### config.mk
export PLATFORM = sky130hd
export DESIGN_NAME = lfttim_top
export DESIGN_NICKNAME = d
export VERILOG_FILES = /design/src/lfttim_pkg.sv /design/src/lfttim_sync_edge.sv /design/src/lfttim_top.sv
export SDC_FILE = /design/constraint.sdc
export NUM_CORES = 1
export LEC_CHECK = 0
export ABC_AREA = 1
export BUFFER_PORTS_ARGS = -buffer_cell sky130_fd_sc_hd__buf_2
export CAP_MARGIN = 10
export CORE_MARGIN = 4
export CORE_UTILIZATION = 38
export DETAILED_ROUTE_END_ITERATION = 7
export GPL_ROUTABILITY_DRIVEN = 0
export HOLD_SLACK_MARGIN = 0.08
export PLACE_DENSITY = 0.52
export SLEW_MARGIN = 20
export SYNTH_ARGS = -nofsm -noshare
export SYNTH_HDL_FRONTEND = slang
export SYNTH_HIERARCHICAL = 1
export SYNTH_SLANG_ARGS = --single-unit
### constraint.sdc
create_clock -name clock -period 2.75 [get_ports clock]
set_clock_uncertainty 0.05 [all_clocks]
set_input_delay 0.4125 -clock clock [delete_from_list [all_inputs] [get_ports clock]]
set_output_delay 0.4125 -clock clock [all_outputs]
set_load 0.02 [all_outputs]
### src/lfttim_pkg.sv
// Notes on behaviour
// 16-bit timer counts up each slow clock
// run bit off stops and zeroes timer
// writing capture trigger latches timer value
// fine counter counts fast cycles since slow edge
// fine capture drops counter least significant bit
// radio edge captures only when enabled
// mode 11 interrupts on match, clears timer
// mode 10 interrupts, timer wraps; 0x disabled
// compare is high:low bytes, reset 0xFF
// compare byte writes take effect immediately
// mode 11 period is compare plus one
// first interrupt may come up to one tick early
// pre-start lead 49 crystal, 2 RC only
// RC oscillator clocks pre-start when enabled
// crystal kept in retention uses short lead
// software keeps retention interval above lead
// software enables a slow clock source first
// software masks interrupt while rewriting compare
// software masks radio until captures read
// wakeup interrupt is a rising-edge pulse
// simultaneous triggers give one single capture
package lfttim_pkg;
  localparam int unsigned CLK_FREQ_HZ    = 200_000_000;
  localparam int unsigned SLOW_FREQ_HZ   = 32_768;
  localparam int unsigned TIMER_W        = 16;
  localparam int unsigned FINE_W         = 9;
  localparam int unsigned SFR_AW         = 8;
  localparam int unsigned SFR_DW         = 8;

  localparam logic [7:0] ADDR_CAPT_HI    = 8'hAB;
  localparam logic [7:0] ADDR_FINE_CAPT  = 8'hAC;
  localparam logic [7:0] ADDR_CONTROL    = 8'hB3;
  localparam logic [7:0] ADDR_CMP_LO     = 8'hB4;
  localparam logic [7:0] ADDR_CMP_HI     = 8'hB5;
  localparam logic [7:0] ADDR_CAPT_LO    = 8'hB6;

  localparam int unsigned BIT_RUN        = 0;
  localparam int unsigned BIT_MODE_LO    = 1;
  localparam int unsigned BIT_MODE_HI    = 2;
  localparam int unsigned BIT_RADIO_EN   = 3;
  localparam int unsigned BIT_SW_CAPT    = 4;

  localparam logic [1:0] MODE_RESET_ON_MATCH = 2'h3;
  localparam logic [1:0] MODE_FREE_MATCH     = 2'h2;

  localparam logic [7:0] CMP_RESET       = 8'hFF;
  localparam logic [7:0] CAPT_RESET      = 8'h00;
  localparam logic [7:0] CTRL_RESET      = 8'h00;

  localparam logic [15:0] LEAD_LONG      = 16'h0031;
  localparam logic [15:0] LEAD_SHORT     = 16'h0002;
endpackage : lfttim_pkg

### src/lfttim_sync_edge.sv
`timescale 1ns/1ps
`default_nettype none
module lfttim_sync_edge (
  input  wire logic clock,
  input  wire logic srst,
  input  wire logic async_in,
  output logic      level,
  output logic      rise
);
  logic meta;
  logic last;

  // meta feeds only the second stage
  always_ff @(posedge clock) begin
    if (srst) begin
      meta  <= 1'b0;
      level <= 1'b0;
      last  <= 1'b0;
      rise  <= 1'b0;
    end else begin
      meta  <= async_in;
      level <= meta;
      last  <= level;
      rise  <= level & ~last;
    end
  end
endmodule : lfttim_sync_edge
`default_nettype wire

### src/lfttim_top.sv
`timescale 1ns/1ps
`default_nettype none
module lfttim_top #(
  parameter int unsigned FINE_WIDTH = lfttim_pkg::FINE_W
) (
  input  wire logic                     clock,
  input  wire logic                     srst,
  input  wire logic                     slow_clock,
  input  wire logic                     radio_irq,
  input  wire logic [lfttim_pkg::SFR_AW-1:0] sfr_addr,
  input  wire logic                     sfr_wr_en,
  input  wire logic [lfttim_pkg::SFR_DW-1:0] sfr_wdata,
  input  wire logic                     sfr_rd_en,
  output logic [lfttim_pkg::SFR_DW-1:0] sfr_rdata,
  input  wire logic                     retention_mode,
  input  wire logic                     crystal_osc_fast_en,
  input  wire logic                     rc_osc_fast_en,
  input  wire logic                     crystal_kept_in_retention,
  output logic                          wakeup_irq,
  output logic                          prestart_wake,
  output logic                          prestart_use_rc
);
  import lfttim_pkg::*;

  logic [7:0]            ctrl;
  logic [7:0]            cmp_lo;
  logic [7:0]            cmp_hi;
  logic [7:0]            capt_lo;
  logic [7:0]            capt_hi;
  logic [7:0]            fine_capt;
  logic [TIMER_W-1:0]    timer;
  logic [FINE_WIDTH-1:0] fine_cnt;
  logic                  slow_tick;
  logic                  radio_edge;

  lfttim_sync_edge u_slow_sync (
    .clock    (clock),
    .srst     (srst),
    .async_in (slow_clock),
    .level    (),
    .rise     (slow_tick)
  );

  lfttim_sync_edge u_radio_sync (
    .clock    (clock),
    .srst     (srst),
    .async_in (radio_irq),
    .level    (),
    .rise     (radio_edge)
  );

  function automatic logic sel(input logic [7:0] a, input logic [7:0] b);
    sel = (a == b);
  endfunction : sel

  // register decode
  wire                wr_ctrl    = sfr_wr_en && sel(sfr_addr, ADDR_CONTROL);
  wire                wr_cmp_lo  = sfr_wr_en && sel(sfr_addr, ADDR_CMP_LO);
  wire                wr_cmp_hi  = sfr_wr_en && sel(sfr_addr, ADDR_CMP_HI);
  wire                run        = ctrl[BIT_RUN];
  wire [1:0]          match_mode = ctrl[BIT_MODE_HI:BIT_MODE_LO];
  wire                radio_en   = ctrl[BIT_RADIO_EN];
  wire [TIMER_W-1:0]  cmp_value  = {cmp_hi, cmp_lo};
  wire                sw_capture = wr_ctrl && sfr_wdata[BIT_SW_CAPT];
  wire                radio_capt = radio_edge && radio_en;
  // either source, or both together, makes one capture
  wire                capture    = sw_capture || radio_capt;
  wire                mode_on    = match_mode[1];
  wire                match_hit  = run && slow_tick && mode_on && (timer == cmp_value);
  wire                clear_hit  = match_hit && (match_mode == MODE_RESET_ON_MATCH);
  wire [TIMER_W-1:0]  remaining  = cmp_value - timer;
  wire                use_short  = !crystal_osc_fast_en || crystal_kept_in_retention;
  wire [TIMER_W-1:0]  lead       = use_short ? LEAD_SHORT : LEAD_LONG;
  // the match fires one period after timer reaches compare, so strict less-than gives the lead
  wire                near_match = run && mode_on && retention_mode &&
                                   (timer <= cmp_value) && (remaining < lead);
  wire                fine_max   = &fine_cnt;
  wire [7:0]          fine_trunc = fine_cnt[FINE_WIDTH-1 -: 8];

  logic [7:0] next_rdata;
  always_comb begin
    next_rdata = 8'h00;
    case (sfr_addr)
      ADDR_CONTROL:   next_rdata = {4'h0, ctrl[3:0]};
      ADDR_CMP_LO:    next_rdata = cmp_lo;
      ADDR_CMP_HI:    next_rdata = cmp_hi;
      ADDR_CAPT_LO:   next_rdata = capt_lo;
      ADDR_CAPT_HI:   next_rdata = capt_hi;
      ADDR_FINE_CAPT: next_rdata = fine_capt;
      default:        next_rdata = 8'h00;
    endcase
  end

  always_ff @(posedge clock) begin
    if (srst) begin
      sfr_rdata <= 8'h00;
    end else if (sfr_rd_en) begin
      sfr_rdata <= next_rdata;
    end
  end

  // trigger bit is write-only, never stored
  always_ff @(posedge clock) begin
    if (srst) begin
      ctrl <= CTRL_RESET;
    end else if (wr_ctrl) begin
      ctrl <= {4'h0, sfr_wdata[3:0]};
    end
  end

  // each byte write updates the compare at once; a half-written value can match
  always_ff @(posedge clock) begin
    if (srst) begin
      cmp_lo <= CMP_RESET;
      cmp_hi <= CMP_RESET;
    end else begin
      if (wr_cmp_lo) cmp_lo <= sfr_wdata;
      if (wr_cmp_hi) cmp_hi <= sfr_wdata;
    end
  end

  // period is cmp+1 ticks in clear mode; start phase vs slow edge gives one tick of slack
  always_ff @(posedge clock) begin
    if (srst || !run) begin
      timer <= '0;
    end else if (clear_hit) begin
      timer <= '0;
    end else if (slow_tick) begin
      timer <= timer + 1'b1;
    end
  end

  // saturates so a long gap never wraps to a small false count
  always_ff @(posedge clock) begin
    if (srst || slow_tick) begin
      fine_cnt <= '0;
    end else if (!fine_max) begin
      fine_cnt <= fine_cnt + 1'b1;
    end
  end

  always_ff @(posedge clock) begin
    if (srst) begin
      capt_lo   <= CAPT_RESET;
      capt_hi   <= CAPT_RESET;
      fine_capt <= CAPT_RESET;
    end else if (capture) begin
      capt_lo   <= timer[7:0];
      capt_hi   <= timer[15:8];
      fine_capt <= fine_trunc;
    end
  end

  always_ff @(posedge clock) begin
    if (srst) begin
      wakeup_irq      <= 1'b0;
      prestart_wake   <= 1'b0;
      prestart_use_rc <= 1'b0;
    end else begin
      wakeup_irq      <= match_hit;
      prestart_wake   <= near_match && !match_hit;
      prestart_use_rc <= near_match && !match_hit && rc_osc_fast_en;
    end
  end
endmodule : lfttim_top
`default_nettype wire

Yosys cells after proc, flatten, opt, wreduce, memory -nomap -nowiden
Index checks and enable logic that the tools add are counted.

Logic and storage cells: 63. Flip-flop bits (word level): 88.

$lt $le $gt $ge: 2. Reductions and logical operators: 24. Equal/unequal tests: 8. Mux-type cells: 2. Add/subtract/negate cells: 3. Bitwise logic cells: 4.

Operators by type and width (count): $eq 8x8->1 const B (6); $pmux 8 s6 (1); $add 16x1->16 const B (1); $eq 16x16->1 (1); $le 16x16->1 (1); $lt 16x6->1 (1); $sub 16x16->16 (1); $logic_and 1x1->1 (15); $add 9x1->9 const B (1); $reduce_and 9->1 (1); $mux 6 (1); $logic_or 1x1->1 (4); $logic_not 1->1 (3); $and 1x1->1 (2); $eq 2x2->1 const B (1); $not 1->1 (2); $reduce_or 2->1 (1).

Longest topological paths before layout
Depth in word-level cells: 7. Depth in mapped cells: 17. Depth with buffers taken out: 17.

Cells and area by module
Netlist, hierarchy kept.

Modules (own cells, without submodules): lfttim_top (seq. area each 1601.5 um^2, area each 4515.6 um^2, instances 1, cells each 690); lfttim_sync_edge (seq. area each 80.1 um^2, area each 115.1 um^2, instances 2, cells each 12).

Worst setup path before layout
OpenSTA, ideal clock, no wires.

Path kind: reg-to-reg. From: register timer[3]. To: register prestart_use_rc. Stages on the path, launching flop included: 18. Data required time: 2635 ps. Setup slack: 351 ps. Library setup time: 65 ps. Buffers on the path: 0. Arrival: 2284 ps. Path through: dfxtp_1 > inv_1 > ha_1 > nand2_1 > inv_1 > nand2_1 > nand3_1 > xor2_1 > ha_1 > a21oi_1 > nand3_1 > nor2_1 > nand2_1 > nor2_1 > nand3_1 > nor3_1 > nand3_1 > nor2_1.

Word-level cells in the longest chain between the ends: 5. Elaborated cells on any way between the ends: 10. Classes of those cells: 1 x add/sub; 2 x order compare; 1 x eq/ne; 6 x reduce/logical.

RTL lines: start, declared (RTL line lfttim_top.sv:31) `logic [TIMER_W-1:0] timer;`; start signal, assigned (RTL line lfttim_top.sv:129) `timer <= timer + 1'b1;`; $sub 16x16->16, or another cell as far along (RTL line lfttim_top.sv:71) `wire [TIMER_W-1:0] remaining = cmp_value - timer;`; $lt 16x6->1, or another cell as far along (RTL line lfttim_top.sv:76) `(timer <= cmp_value) && (remaining < lead);`; $logic_and 1x1->1 / $logic_not 1->1 (equally long branches) (RTL line lfttim_top.sv:76, lfttim_top.sv:162); $logic_and 1x1->1 (*) (2 in series) (RTL line lfttim_top.sv:162) `prestart_use_rc <= near_match && !match_hit && rc_osc_fast_en;`; end signal, assigned (RTL line lfttim_top.sv:162); end, declared (RTL line lfttim_top.sv:21) `output logic prestart_use_rc`.

Mark *: on every way between the ends. The rest lies on a longest branch, timed or not. A chain may end at the register's enable or synchronous reset.

Final worst setup path
From: register cmp_lo[0]. To: register prestart_use_rc.

Word-level cells in the longest chain between the ends: 5. Elaborated cells on any way between the ends: 10. Classes of those cells: 1 x add/sub; 2 x order compare; 1 x eq/ne; 6 x reduce/logical.

RTL lines: start, declared (RTL line lfttim_top.sv:26) `logic [7:0] cmp_lo;`; start signal, assigned (RTL line lfttim_top.sv:117) `if (wr_cmp_lo) cmp_lo <= sfr_wdata;`; $sub 16x16->16, or another cell as far along (RTL line lfttim_top.sv:71); $lt 16x6->1, or another cell as far along (RTL line lfttim_top.sv:76); $logic_and 1x1->1 / $logic_not 1->1 (equally long branches) (RTL line lfttim_top.sv:76, lfttim_top.sv:162); $logic_and 1x1->1 (*) (2 in series) (RTL line lfttim_top.sv:162).

Marks and branches as above.

==> metrics.md <==
| Metric | Value |
|---|---|
| Outcome | `finished, final reports clean` |
| Synthesis-stage register bit count | `88` |
| Diode count | `0` |
| Cell Area, Synth | `4746 um^2` |
| Hold WC Path Type | `input port to flop` |
| GRT Overall Usage | `0.1863` |
| Slowest stage cell, crit path | `fa_1` |
| Fin crit period | `2.505 ns` |
| Hold Path End | `u_slow_sync/meta` |
| CTS Hold Bufs | `0` |
| Final hold violation count | `0` |
| Cell taking the most area after synthesis | `dfxtp_1` |
| Vias per cell | `4.802` |
| Final Max Slew Viols | `0` |
| Synth top area share | `0.3712` |
| IO Pins | `37` |
| Layout Nets | `808` |
| Initial Util | `0.3918` |
| Slew of the pin with the lowest slew margin | `0.5452 ns` |
| H-tree depth | `3` |
| Total Wirelength | `12,900 um` |
| Slowest stage delay, CP | `0.41 ns` |
| Syn-to-layout area delta | `15.63%` |
| Worst endpoint required time | `2.99 ns` |
| Post-route ant nets | `0` |
| Setup violators final | `0` |
| Core area | `12,110 um^2` |
| HP Start | `slow_clock` |
| Hold Path Depth | `3` |
| CP cell instances | `inv_1 > ha_1 > fa_1 > inv_1 > nand3_1 > nand2_1 > xor2_1 > ha_1 > a21oi_1 > nand3_1 > nor2_1 > nand2_1 > nor2_1 > nand3_1 > nor3_2 > nand3_1 > nor2_1` |
| Inserted Clock Buffers | `9` |
| DRC | `0` |
| Syn nets | `763` |
| R2r startpoint | `cmp_lo[0]` |
| Worst R2R End | `prestart_use_rc` |
| Worst-skew pair later-pin latency | `0.34 ns` |
| Chip width | `119.8 um` |
| Share of layout cells above drive strength 1 | `0.1152` |
| DRT iter0 DRCs | `219` |
| Die area | `14,340 um^2` |
| Setup_tns | `0 ns` |
| First-pass GRT wire length | `21,200 um` |
| Most common cell after layout, fill and taps aside | `nand2_1` |
| R2R cell count | `17` |
| Pin count of the biggest net entering global routing | `43` |
| Port Buffers | `36` |
| Clock root buffer | `clkbuf_16` |
| Fin crit share | `0.9109` |
| MaxCap Viol Count | `0` |
| Util after Layout | `0.4531` |
| Count of different cell masters after synthesis | `32` |
| Clock transition at the registers of the reported paths | `0.07 ns` |
| Max FO, Critical Path | `3` |
| Startpoint Class | `flop` |
| Placed cell count | `916` |
| Grt total ovfl | `0` |
| Vias | `4,475` |
| Syn_area_per_cell | `6.647 um^2` |
| Most frequent cells in the layout | `177 x nand2_1, 113 x inv_1, 86 x dfxtp_1` |
| Fmax achieved | `0.3992 GHz` |
| Syn. warnings | `6` |
| DPL Wire Length | `10,230 um` |
| DRT Pass-1 Iters | `5` |
| Vias in the first global route | `4,231` |
| Leak | `2.471 nW` |
| Initial antenna violation count | `0` |
| Maximum clock insertion buffer count | `2` |
| # rows | `40` |
| Clk sinks | `88` |
| CTS tree | `done` |
| PwrDens | `482.4 nW/um^2` |
| Crit path top cell by count | `nand3_1` |
| Die height | `119.8 um` |
| Finished Layout Cells | `932` |
| Crit path capture type | `flop` |
| Worst R2R Setup Slack | `0.25 ns` |
| Fin Hold WS | `0.2173 ns` |
| Worst VDD drop | `379.3 uV` |
| Worst Path Arrival | `2.74 ns` |
| Synth area leaders | `dfxtp_1 37%, nand2_1 14%, inv_1 8.9%, a21oi_1 6.9%, o21ai_0 6.0%` |
| DR WL/cell | `13.84 um` |
| Overall power | `0.002647 W` |
| Critical path class | `flop to flop` |
| Synth Instances | `714` |
| Sequential share of the synthesized area | `0.3712` |
| Relative slew slack | `0.6327` |
==> synth_stat cells (all sizes together) <==
cell / n
nand2: 184
inv: 115
dfxtp: 88
nor2: 72
a21oi: 65
o21ai: 57
nand3: 43
ha: 22
nor3: 20
xor2: 10
buf: 8
clkbuf: 7
nand4: 6
nand3b: 4
and2: 2
o21a: 2
or2: 2
clkinv: 1
fa: 1
nor3b: 1
nor4: 1
o211ai: 1
o311ai: 1
o31ai: 1
==> worst max-delay path by stage <==
stage,slack (ns),end,cells past startpoint,from
floorplan,0.35,prestart_use_rc,17,timer[3]
global placement,0.18,prestart_use_rc,17,timer[4]
detailed placement,0.13,prestart_use_rc,17,timer[4]
CTS,0.11,prestart_use_rc,17,timer[4]
global route,-0.03,prestart_use_rc,17,timer[3]
finish,0.25,prestart_use_rc,17,cmp_lo[0]
==> worst max-delay path, delay by kind of cell (launching register included) <==
kind / cells / cell delay [ns]
AO/OA/AOI/OAI: 1 / 0.14
XOR/XNOR: 1 / 0.07
adder cells (fa/ha/maj): 3 / 0.81
buffers and inverters: 2 / 0.15
flip-flops: 1 / 0.33
AND/OR/NAND/NOR: 10 / 0.90
==> state kept, by name, indices dropped and copies added, names as in the netlist, 4 cells and up <==
register   count
timer         16
fine_cnt       9
capt_hi        8
cmp_hi         8
ctrl           4
fine_capt      8
cmp_lo         8
sfr_rdata      8
capt_lo        8
==> cell families after synthesis <==
| group | count (synthesis) | share of synthesized area |
|---|---|---|
| compound gates | 127 | 0.1405 |
| flops | 88 | 0.3712 |
| buf+inv | 131 | 0.1073 |
| xor+xnor | 10 | 0.01845 |
| simple gates | 335 | 0.3003 |
| fa+ha+maj | 23 | 0.06222 |
==> report_power, final <==
group | switching (W) | internal, W | total [W]
Clock | 0.000507 | 0.000731 | 0.00124
Combinational | 0.0000730 | 0.0000412 | 0.000114
Sequential | 0.00000786 | 0.00129 | 0.00129
Total | 0.000588 | 0.00206 | 0.00265
==> layout make-up <==
class	count	area [um^2]
inverter	116	435.4
clock inverter	4	53.80
clock buffer	12	246.5
sequential	88	1764
tap	168	210.2
fill	1320	6624
multi-input combinational	495	2500
timing repair buffer	49	277.8
==> per-layer routing <==
metal,global-route usage,wire [um],up-vias
met3,0.03959,612,15
met1,0.2523,6320,1999
met5,0,0,-
met2,0.2903,5699,104
met4,0.07301,263,0
li1,-,-,2357
==> timing repair <==
action | 4_1_cts | 5_1_grt
setup buffers | 0 | 0
endpoints found under the setup margin | 0 | 2
gates resized for setup | 0 | 6
==> per-stage QoR <==
step / setup WS, ns / instance area (um^2)
global placement: 0.1798 / 5160
floorplan: 0.3510 / 4746
finish: 0.2450 / 5488
CTS: 0.1134 / 5460
global route: -0.03143 / 5488
detailed placement: 0.1294 / 5160
Note: power is estimated with default switching activity, not from simulation.
